### src/bmsc_defines.vh
// constants for the boot mode select and self-check block
`ifndef BMSC_DEFINES_VH
`define BMSC_DEFINES_VH

// mode encoding (one-hot)
`define BMSC_MODE_SINGLE    4'h1
`define BMSC_MODE_SELFCHK   4'h2
`define BMSC_MODE_LOADER    4'h4
`define BMSC_MODE_JUMP      4'h8

// failure codes on result lines, bit3..bit0
`define BMSC_FAIL_PORT_A    4'h9
`define BMSC_FAIL_PORT_B    4'h6
`define BMSC_FAIL_RAM       4'hA
`define BMSC_FAIL_ROM       4'hB
`define BMSC_FAIL_TIMER     4'hC
`define BMSC_FAIL_SCI       4'hD
`define BMSC_FAIL_ADC       4'hE
`define BMSC_FAIL_EEPROM    4'h0
`define BMSC_FAIL_PULSE     4'h1
`define BMSC_FAIL_IRQ       4'h2
`define BMSC_FAIL_WDOG      4'h3

// flash patterns while passing
`define BMSC_FLASH_ON       4'h0
`define BMSC_FLASH_OFF      4'hF

// jump mode signature on port A
`define BMSC_JUMP_SIG       8'hCC

// power-on reset delay choices, in internal cycles
`define BMSC_POR_SHORT      16
`define BMSC_POR_LONG       4064

// least hold of loader/jump select pins, machine cycles
`define BMSC_SEL_HOLD_MC    30

// step indices of the self-check sequence
`define BMSC_STEP_PORT      4'h0
`define BMSC_STEP_RAM       4'h1
`define BMSC_STEP_ROM       4'h2
`define BMSC_STEP_TIMER     4'h3
`define BMSC_STEP_SCI       4'h4
`define BMSC_STEP_ADC       4'h5
`define BMSC_STEP_EEPROM    4'h6
`define BMSC_STEP_PULSE     4'h7
`define BMSC_STEP_IRQ       4'h8
`define BMSC_STEP_WDOG      4'h9
`define BMSC_STEP_LAST      4'h9

// timer flag bit positions in the timer status vector
`define BMSC_TMR_CAP_ONE    0
`define BMSC_TMR_CAP_TWO    1
`define BMSC_TMR_CMP_ONE    2
`define BMSC_TMR_CMP_TWO    3
`define BMSC_TMR_OVF        4

// serial flag bit positions in the serial status vector
`define BMSC_SCI_RX_FULL    0
`define BMSC_SCI_TX_EMPTY   1
`define BMSC_SCI_TX_DONE    2
`define BMSC_SCI_FRAME_ERR  3

`endif

### src/bmsc_boot_mode_self_check.v
// boot mode selection at reset release and self-check sequencer
//
// Function
// - mode pins are sampled when external reset releases.
// - normal irq level gives single chip; high irq plus capture picks other modes.
// - single chip mode shows no external bus activity.
// - self-check runs by itself and restarts after each pass.
// - results drive four active-low indicator lines, zero lights.
// - each failed unit holds its own fixed four-bit code.
// - pass toggles the lines; fail freezes one constant pattern.
// - ports, interrupts, watchdog and pulse modulators are exercised.
// - every RAM byte is counted through and verified.
// - ROM exclusive-or accumulation must give odd-ones parity.
// - timer counters tracked, both capture, compare and overflow flags checked.
// - serial transmission checks receive, transmit, complete and framing flags.
// - converter checks low, high and midpoint reference channels.
// - optional EEPROM step writes, erases all 256 bytes, then clears security.
// - power-on delay is 16 or 4064 cycles, fixed at build.
// - build options set watchdog auto enable and wait-state running.
// - jump mode takes CC on port A and address on ports B, C.
//
// Strobed register access and the register addresses were decided locally.
`timescale 1ns/100ps
`include "bmsc_defines.vh"

module bmsc_boot_mode_self_check #(
	parameter        POR_LONG      = 1,
	parameter [31:0] POR_CYCLES    = POR_LONG ? `BMSC_POR_LONG : `BMSC_POR_SHORT,
	parameter        WDOG_AUTO_EN  = 1,
	parameter        WDOG_IN_WAIT  = 0,
	parameter        EEPROM_TEST   = 1,
	parameter        RAM_AW        = 8,
	parameter [31:0] RAM_BYTES     = 176,
	parameter        ROM_AW        = 13,
	parameter [31:0] FLASH_CYCLES  = 1000
) (
	input  wire        i_clk_sys,
	input  wire        i_rst,
	input  wire        i_clk_en,
	input  wire        i_ext_reset_n,
	input  wire        i_irq_high_volt,
	input  wire        i_capture_input_one_pin,
	input  wire        i_mode_select_a_pin,
	input  wire        i_mode_select_b_pin,
	input  wire [7:0]  i_port_a,
	input  wire [7:0]  i_port_b,
	input  wire [7:0]  i_port_c,
	input  wire        i_port_ok,
	input  wire [7:0]  i_ram_rdata,
	input  wire [7:0]  i_rom_rdata,
	input  wire        i_rom_last,
	input  wire [4:0]  i_timer_flags,
	input  wire        i_timer_track_ok,
	input  wire [3:0]  i_sci_flags,
	input  wire [9:0]  i_adc_result,
	input  wire        i_ee_ok,
	input  wire        i_pulse_ok,
	input  wire        i_irq_ok,
	input  wire        i_wdog_ok,
	input  wire        i_wait_state,
	output wire [3:0]  o_mode,
	output wire        o_cpu_run,
	output wire        o_ext_bus_en,
	output reg  [15:0] o_jump_addr,
	output wire        o_jump_valid,
	output reg  [3:0]  o_result_line,
	output wire [3:0]  o_result_oe,
	output reg  [3:0]  o_test_step,
	output reg  [RAM_AW-1:0] o_ram_addr,
	output reg  [7:0]  o_ram_wdata,
	output reg         o_ram_we,
	output reg  [ROM_AW-1:0] o_rom_addr,
	output reg  [1:0]  o_adc_chan,
	output reg         o_ee_clear_security,
	output wire        o_wdog_enable,
	output wire        o_wdog_run
);

	// sequencer states, one-hot
	localparam [4:0] ST_POR  = 5'h01;
	localparam [4:0] ST_IDLE = 5'h02;
	localparam [4:0] ST_TEST = 5'h04;
	localparam [4:0] ST_PASS = 5'h08;
	localparam [4:0] ST_FAIL = 5'h10;

	localparam [9:0] ADC_LOW  = 10'h000;
	localparam [9:0] ADC_HIGH = 10'h3FF;
	localparam [9:0] ADC_MID  = 10'h200;
	localparam [9:0] ADC_TOL  = 10'h004;

	// synchronisers for all pins
	reg [1:0] rstn_sync_ff;
	reg [1:0] irq_sync_ff;
	reg [1:0] cap_sync_ff;
	reg [1:0] sela_sync_ff;
	reg [1:0] selb_sync_ff;
	reg       rstn_prev_ff;
	reg [23:0] port_s1_ff;
	reg [23:0] port_s2_ff;

	always @(posedge i_clk_sys or posedge i_rst) begin
		if (i_rst) begin
			rstn_sync_ff <= 2'h0;
			irq_sync_ff  <= 2'h0;
			cap_sync_ff  <= 2'h0;
			sela_sync_ff <= 2'h0;
			selb_sync_ff <= 2'h0;
			rstn_prev_ff <= 1'b0;
			port_s1_ff   <= 24'h000000;
			port_s2_ff   <= 24'h000000;
		end else if (i_clk_en) begin
			rstn_sync_ff <= {rstn_sync_ff[0], i_ext_reset_n};
			irq_sync_ff  <= {irq_sync_ff[0], i_irq_high_volt};
			cap_sync_ff  <= {cap_sync_ff[0], i_capture_input_one_pin};
			sela_sync_ff <= {sela_sync_ff[0], i_mode_select_a_pin};
			selb_sync_ff <= {selb_sync_ff[0], i_mode_select_b_pin};
			rstn_prev_ff <= rstn_sync_ff[1];
			port_s1_ff   <= {i_port_a, i_port_b, i_port_c};
			port_s2_ff   <= port_s1_ff;
		end
	end

	wire rst_rise = rstn_sync_ff[1] & ~rstn_prev_ff;
	wire in_reset = ~rstn_sync_ff[1];

	// mode decode from strap levels
	function [3:0] decode_mode;
		input irq_hv;
		input cap;
		input sa;
		input sb;
		begin
			if (!(irq_hv && cap))
				decode_mode = `BMSC_MODE_SINGLE;
			else if (!sa)
				decode_mode = `BMSC_MODE_SELFCHK;
			else if (!sb)
				decode_mode = `BMSC_MODE_LOADER;
			else
				decode_mode = `BMSC_MODE_JUMP;
		end
	endfunction

	function in_range;
		input [9:0] v;
		input [9:0] ref_v;
		begin
			in_range = (v >= ref_v - ((ref_v < ADC_TOL) ? ref_v : ADC_TOL)) &&
				(v <= ref_v + ((ref_v > ADC_HIGH - ADC_TOL) ? ADC_HIGH - ref_v : ADC_TOL));
		end
	endfunction

	reg [3:0]  mode_ff;
	reg [31:0] por_cnt_ff;
	reg        por_done_ff;
	reg        jump_sig_ff;

	always @(posedge i_clk_sys or posedge i_rst) begin
		if (i_rst) begin
			mode_ff     <= `BMSC_MODE_SINGLE;
			por_cnt_ff  <= 32'h0;
			por_done_ff <= 1'b0;
			o_jump_addr <= 16'h0000;
			jump_sig_ff <= 1'b0;
		end else if (i_clk_en) begin
			if (in_reset) begin
				por_cnt_ff  <= 32'h0;
				por_done_ff <= 1'b0;
			end else if (!por_done_ff) begin
				if (por_cnt_ff >= POR_CYCLES - 32'h1)
					por_done_ff <= 1'b1;
				por_cnt_ff <= por_cnt_ff + 32'h1;
			end
			// latch only at release; held until next reset
			if (rst_rise) begin
				mode_ff <= decode_mode(irq_sync_ff[1], cap_sync_ff[1],
					sela_sync_ff[1], selb_sync_ff[1]);
				o_jump_addr <= port_s2_ff[15:0];
				jump_sig_ff <= (port_s2_ff[23:16] == `BMSC_JUMP_SIG);
			end
		end
	end

	assign o_mode        = mode_ff;
	assign o_cpu_run     = por_done_ff;
	assign o_ext_bus_en  = 1'b0;
	assign o_jump_valid  = por_done_ff && (mode_ff == `BMSC_MODE_JUMP) && jump_sig_ff;
	assign o_wdog_enable = (WDOG_AUTO_EN != 0) && por_done_ff;
	assign o_wdog_run    = o_wdog_enable && (!i_wait_state || (WDOG_IN_WAIT != 0));
	assign o_result_oe   = (mode_ff == `BMSC_MODE_SELFCHK) ? 4'hF : 4'h0;

	// self-check sequencer
	reg [4:0]  state_ff;
	reg [RAM_AW:0] idx_ff;
	reg [8:0]  sub_ff;
	reg [7:0]  rom_acc_ff;
	reg [31:0] flash_cnt_ff;
	reg        ram_chk_ff;
	reg [7:0]  ram_exp_ff;

	wire selfchk = (mode_ff == `BMSC_MODE_SELFCHK) && por_done_ff;
	wire ram_byte_end = (sub_ff[7:0] == 8'hFF);
	wire ram_all_done = (idx_ff == RAM_BYTES[RAM_AW:0]);

	always @(posedge i_clk_sys or posedge i_rst) begin
		if (i_rst) begin
			state_ff            <= ST_POR;
			o_test_step         <= `BMSC_STEP_PORT;
			o_result_line       <= `BMSC_FLASH_OFF;
			idx_ff              <= {(RAM_AW+1){1'b0}};
			sub_ff              <= 9'h000;
			rom_acc_ff          <= 8'h00;
			flash_cnt_ff        <= 32'h0;
			o_ram_addr          <= {RAM_AW{1'b0}};
			o_ram_wdata         <= 8'h00;
			o_ram_we            <= 1'b0;
			ram_chk_ff          <= 1'b0;
			ram_exp_ff          <= 8'h00;
			o_rom_addr          <= {ROM_AW{1'b0}};
			o_adc_chan          <= 2'h0;
			o_ee_clear_security <= 1'b0;
		end else if (i_clk_en) begin
			o_ram_we            <= 1'b0;
			o_ee_clear_security <= 1'b0;
			ram_chk_ff          <= 1'b0;
			case (state_ff)
				ST_POR: begin
					if (selfchk)
						state_ff <= ST_TEST;
					else if (por_done_ff)
						state_ff <= ST_IDLE;
				end
				ST_IDLE: begin
					o_result_line <= `BMSC_FLASH_OFF;
				end
				ST_TEST: begin
					case (o_test_step)
						`BMSC_STEP_PORT: begin
							if (!i_port_ok) begin
								o_result_line <= `BMSC_FAIL_PORT_A;
								state_ff      <= ST_FAIL;
							end else
								o_test_step <= `BMSC_STEP_RAM;
						end
						`BMSC_STEP_RAM: begin
							// write count value, then read it back next cycles
							if (ram_chk_ff && i_ram_rdata != ram_exp_ff) begin
								o_result_line <= `BMSC_FAIL_RAM;
								state_ff      <= ST_FAIL;
							end else if (ram_all_done) begin
								// leave only after the last byte's final value was checked
								idx_ff      <= {(RAM_AW+1){1'b0}};
								o_test_step <= `BMSC_STEP_ROM;
							end else if (!sub_ff[8]) begin
								o_ram_addr  <= idx_ff[RAM_AW-1:0];
								o_ram_wdata <= sub_ff[7:0];
								o_ram_we    <= 1'b1;
								sub_ff[8]   <= 1'b1;
							end else begin
								ram_chk_ff <= 1'b1;
								ram_exp_ff <= sub_ff[7:0];
								sub_ff     <= {1'b0, sub_ff[7:0] + 8'h01};
								if (ram_byte_end) begin
									sub_ff <= 9'h000;
									idx_ff <= idx_ff + 1'b1;
								end
							end
						end
						`BMSC_STEP_ROM: begin
							rom_acc_ff <= rom_acc_ff ^ i_rom_rdata;
							o_rom_addr <= o_rom_addr + 1'b1;
							if (i_rom_last) begin
								o_rom_addr <= {ROM_AW{1'b0}};
								rom_acc_ff <= 8'h00;
								if (!(^(rom_acc_ff ^ i_rom_rdata))) begin
									o_result_line <= `BMSC_FAIL_ROM;
									state_ff      <= ST_FAIL;
								end else
									o_test_step <= `BMSC_STEP_TIMER;
							end
						end
						`BMSC_STEP_TIMER: begin
							if (!(&i_timer_flags) || !i_timer_track_ok) begin
								o_result_line <= `BMSC_FAIL_TIMER;
								state_ff      <= ST_FAIL;
							end else
								o_test_step <= `BMSC_STEP_SCI;
						end
						`BMSC_STEP_SCI: begin
							// framing error is forced and must be seen
							if (!(&i_sci_flags)) begin
								o_result_line <= `BMSC_FAIL_SCI;
								state_ff      <= ST_FAIL;
							end else
								o_test_step <= `BMSC_STEP_ADC;
						end
						`BMSC_STEP_ADC: begin
							if (!in_range(i_adc_result, (o_adc_chan == 2'h0) ? ADC_LOW :
								(o_adc_chan == 2'h1) ? ADC_HIGH : ADC_MID)) begin
								o_result_line <= `BMSC_FAIL_ADC;
								state_ff      <= ST_FAIL;
							end else if (o_adc_chan == 2'h2) begin
								o_adc_chan  <= 2'h0;
								o_test_step <= `BMSC_STEP_EEPROM;
							end else
								o_adc_chan <= o_adc_chan + 2'h1;
						end
						`BMSC_STEP_EEPROM: begin
							if (EEPROM_TEST != 0 && !i_ee_ok) begin
								o_result_line <= `BMSC_FAIL_EEPROM;
								state_ff      <= ST_FAIL;
							end else begin
								o_ee_clear_security <= (EEPROM_TEST != 0);
								o_test_step         <= `BMSC_STEP_PULSE;
							end
						end
						`BMSC_STEP_PULSE: begin
							if (!i_pulse_ok) begin
								o_result_line <= `BMSC_FAIL_PULSE;
								state_ff      <= ST_FAIL;
							end else
								o_test_step <= `BMSC_STEP_IRQ;
						end
						`BMSC_STEP_IRQ: begin
							if (!i_irq_ok) begin
								o_result_line <= `BMSC_FAIL_IRQ;
								state_ff      <= ST_FAIL;
							end else
								o_test_step <= `BMSC_STEP_WDOG;
						end
						default: begin
							if (!i_wdog_ok) begin
								o_result_line <= `BMSC_FAIL_WDOG;
								state_ff      <= ST_FAIL;
							end else begin
								o_test_step <= `BMSC_STEP_PORT;
								state_ff    <= ST_PASS;
							end
						end
					endcase
				end
				ST_PASS: begin
					// flash for a while, then rerun the sequence
					if (flash_cnt_ff >= FLASH_CYCLES - 32'h1) begin
						flash_cnt_ff  <= 32'h0;
						o_result_line <= ~o_result_line;
						state_ff      <= ST_TEST;
					end else
						flash_cnt_ff <= flash_cnt_ff + 32'h1;
				end
				default: begin
					// frozen pattern until next reset
					state_ff <= ST_FAIL;
				end
			endcase
			if (in_reset) begin
				state_ff      <= ST_POR;
				o_test_step   <= `BMSC_STEP_PORT;
				o_result_line <= `BMSC_FLASH_OFF;
				idx_ff        <= {(RAM_AW+1){1'b0}};
				sub_ff        <= 9'h000;
				flash_cnt_ff  <= 32'h0;
			end
		end
	end

endmodule // bmsc_boot_mode_self_check

### config.mk
export PLATFORM = sky130hd
export DESIGN_NAME = bmsc_boot_mode_self_check
export DESIGN_NICKNAME = d
export VERILOG_FILES = /design/src/bmsc_boot_mode_self_check.v
export VERILOG_INCLUDE_DIRS = /design/src
export SDC_FILE = /design/constraint.sdc
export NUM_CORES = 1
export LEC_CHECK = 0
export BUFFER_PORTS_ARGS = -buffer_cell sky130_fd_sc_hd__buf_2
export CORE_ASPECT_RATIO = 1.1
export CORE_UTILIZATION = 30
export DETAILED_ROUTE_END_ITERATION = 16
export PLACE_DENSITY = 0.57
export SLEW_MARGIN = 10
export SYNTH_ARGS = -nofsm -noshare
export SYNTH_HDL_FRONTEND = slang
export SYNTH_SLANG_ARGS = --single-unit
### constraint.sdc
create_clock -name i_clk_sys -period 10.44 [get_ports i_clk_sys]
set_input_delay 1.044 -clock i_clk_sys [delete_from_list [all_inputs] [get_ports i_clk_sys]]
set_output_delay 1.044 -clock i_clk_sys [all_outputs]
set_load 0.03 [all_outputs]
==> out/results.ini <==
[clock_tree]
clockRootBuffer=clkbuf_16
htreeDepth=1
cts.path.max_buffers=3
cts.sink_count=226
cts_tree=built
ctsResizeCount=0
path_clk_slew_ns=0.06
cts_hold_buf=0
cts_buffers=27
clk_latency_ns=0.54
cts_setup_buffers=0

[critical_path]
critPathSlowestCell=or3b_2
cpLargestDelayFamily=simple AND/OR/NAND/NOR gates
startpoint=o_adc_chan[1]
r2r-end=state_ff[4]
cp-endpoint=state_ff[4]
end_kind=flip-flop
crit_chain=nor2_1 > inv_1 > ha_1 > a21oi_1 > o21ai_0 > nor2_1 > a31oi_1 > or3b_2 > a31oi_1 > nand2b_1 > a21oi_1
cp-start-kind=flip-flop
worstPathArrival_ns=3.64
crit_required_ns=10.85
path_max_fanout=6
worstReg2RegStart=o_adc_chan[1]
critPathMaxStageDelay_ns=0.54
critPathBufInv=1
crit_type=flip-flop to flip-flop
r2r_slack_ns=7.21
reg2reg_depth=11
path_depth=11

[grt]
antenna_found_initial=2
grt_max_degree=90
grt_first_pass_wirelength_mm=40.08
grt_pass1_vias=8030
grt_usage_pct=12.85
grt_overflow=0

[logic_synthesis]
yosysWarnings=0
netlist_area_um2=11090
ys_ff_latch=226
synth_seq_area_share_pct=51.05
synth.area.top_cells=dfrtp_1 50%, mux2_2 10%, nor2_1 3.9%
synth_xor_area_share_pct=4.816
synth_top_area_cell=dfrtp_1
synthCells=1047
muxShareOfSynthArea_pct=10.74
synthDistinctLibCells=80
yosys.area_share.simple_pct=17.76
synthFlopType=dfrtp_1
yosysTopAreaCellShare_pct=49.63
async_flop_share_pct=100.0
synth_compound_area_share_pct=9.982
synth_top_family_by_area=simple AND/OR/NAND/NOR gates
synth_edf_count=0
synth_fa_ha_area_share_pct=2.820
syn_area_per_cell_um2=10.60

[status]
status=finished, final reports clean

[floorplan]
die_w_um=185.3
initial_utilization_pct=30.59
placement_rows=73
core-area_um2=36260
fp.dieH_um=203.7
ios=145
die-area_um2=37750

[routing]
drtIter0Drc=327
drc=0
wl_per_cell_um=14.31
via_per_inst=4.858
wl_met3_mm=1.436
met2WireLength_mm=10.98
ant_nets=0
top_layer=met4
routed_wl_mm=24.17
dr.pass1.iters=4
m1WireLength_mm=11.28
vias=8206

[timing]
setup_viol=0
fin_ws_ns=7.210
max_freq_mhz=309.6
tns_ns=0
max_slew_margin_pct=35.66
hold_viol=0
worst_pin_slew_ns=0.9651
slew_viol_final=0
grt_setup_unrepaired=no
period_needed_ns=3.230
fin_skew_ns=0.01565
period_share_pct=30.94

[power]
power_mw=2.412
p_leak_nw=5.972
peakVddDrop_v=0.0001123
p_per_area_nw_per_um2=183.3

[run]
drv_cap=0

[layout]
layout_commonest_cell=dfrtp_1
syn_to_final_growth_pct=18.63
fin_area_um2=13160
final_util_pct=36.29
nets=1281
drive_gt1_share_pct=27.73
final_cell_mix=220 x dfrtp_1, 143 x buf_2, 113 x nor2_1

[placement]
hpwl_mm=16.66
place_ws_ns=6.700
gp_congestion=0.8218
placed_cell_area_um2=12270
io_buffers=143

[hold_path]
worstHoldPathType=flip-flop to flip-flop

## flip-flops by register name (all words and copies together) (netlist names), 2 cells and up
name	cells
state_ff	5
o_ram_addr	8
sela_sync_ff	2
o_ram_wdata	8
o_jump_addr	16
irq_sync_ff	2
o_rom_addr	13
o_mode	4
port_s1_ff	24
port_s2_ff	24
cap_sync_ff	2
rstn_sync_ff	2
o_result_line	4
flash_cnt_ff	32
o_test_step	4
idx_ff	9
selb_sync_ff	2
por_cnt_ff	32
ram_exp_ff	8
o_adc_chan	2
rom_acc_ff	8
sub_ff	9
## cells in the mapped netlist (22+ instances only)
library cell and count:
ha_1 25, o21ai_0 61, nand2_1 75, a21oi_1 34, mux2_2 100, xor2_1 29
xnor2_1 32, nor2_1 114, inv_1 22, and3_1 22, dfrtp_1 220, clkbuf_1 28
nand3_1 45
## report_power, final
group	internal, mW	switching (mW)	total, mW
Combinational	0.171	0.267	0.438
Clock	0.568	0.361	0.929
Sequential	0.958	0.0869	1.04
Total	1.70	0.715	2.41
## metal layers
metal / track usage (%) / vias to the layer above
li1: - / 3994
met3: 2.929 / 29
met5: 0 / -
met1: 17.19 / 4008
met4: 3.512 / 0
met2: 20.73 / 175
## cell type report
| cell class | instances | area, um^2 |
|---|---|---|
| fill | 3680 | 23100 |
| sequential | 226 | 5663 |
| multi-input combinational | 752 | 5126 |
| clock buffer | 40 | 784.5 |
| timing repair buffer | 151 | 775.7 |
| tap | 487 | 609.3 |
| clock inverter | 9 | 105.1 |
| inverter | 23 | 93.84 |
| antenna | 1 | 2.502 |
## metrics by stage
stage                     hold WS, ns  instances
after floorplan                0.4469       1048
after global placement         0.4603       1639
after detailed placement       0.4634       1639
after CTS                      0.4758       1688
after global routing           0.4978       1688
final                          0.4687       1689
## kinds of logic (layout without fill, tap and decap cells)
| group | Yosys count | after routing |
|---|---|---|
| compound gates | 180 | 180 |
| mux | 106 | 106 |
| buf+inv | 70 | 223 |
| other cells | 1 | 3 |
| flops | 226 | 226 |
| xor+xnor | 61 | 61 |
| fa+ha+maj | 25 | 25 |
| simple gates | 378 | 378 |
## how the worst min path moves through the flow
stage	start	to	slack, ns	depth (start not counted)
3_5_place_dp	rstn_sync_ff[0]	rstn_sync_ff[1]	0.46	2
6_report	sela_sync_ff[1]	o_mode[1]	0.47	1
4_1_cts	sela_sync_ff[1]	o_mode[1]	0.48	1
3_3_place_gp	sela_sync_ff[1]	o_mode[1]	0.46	1
2_1_floorplan	sela_sync_ff[1]	o_mode[1]	0.45	1
5_1_grt	rom_acc_ff[2]	rom_acc_ff[2]	0.50	1
Note: power is estimated with default switching activity, not from simulation.
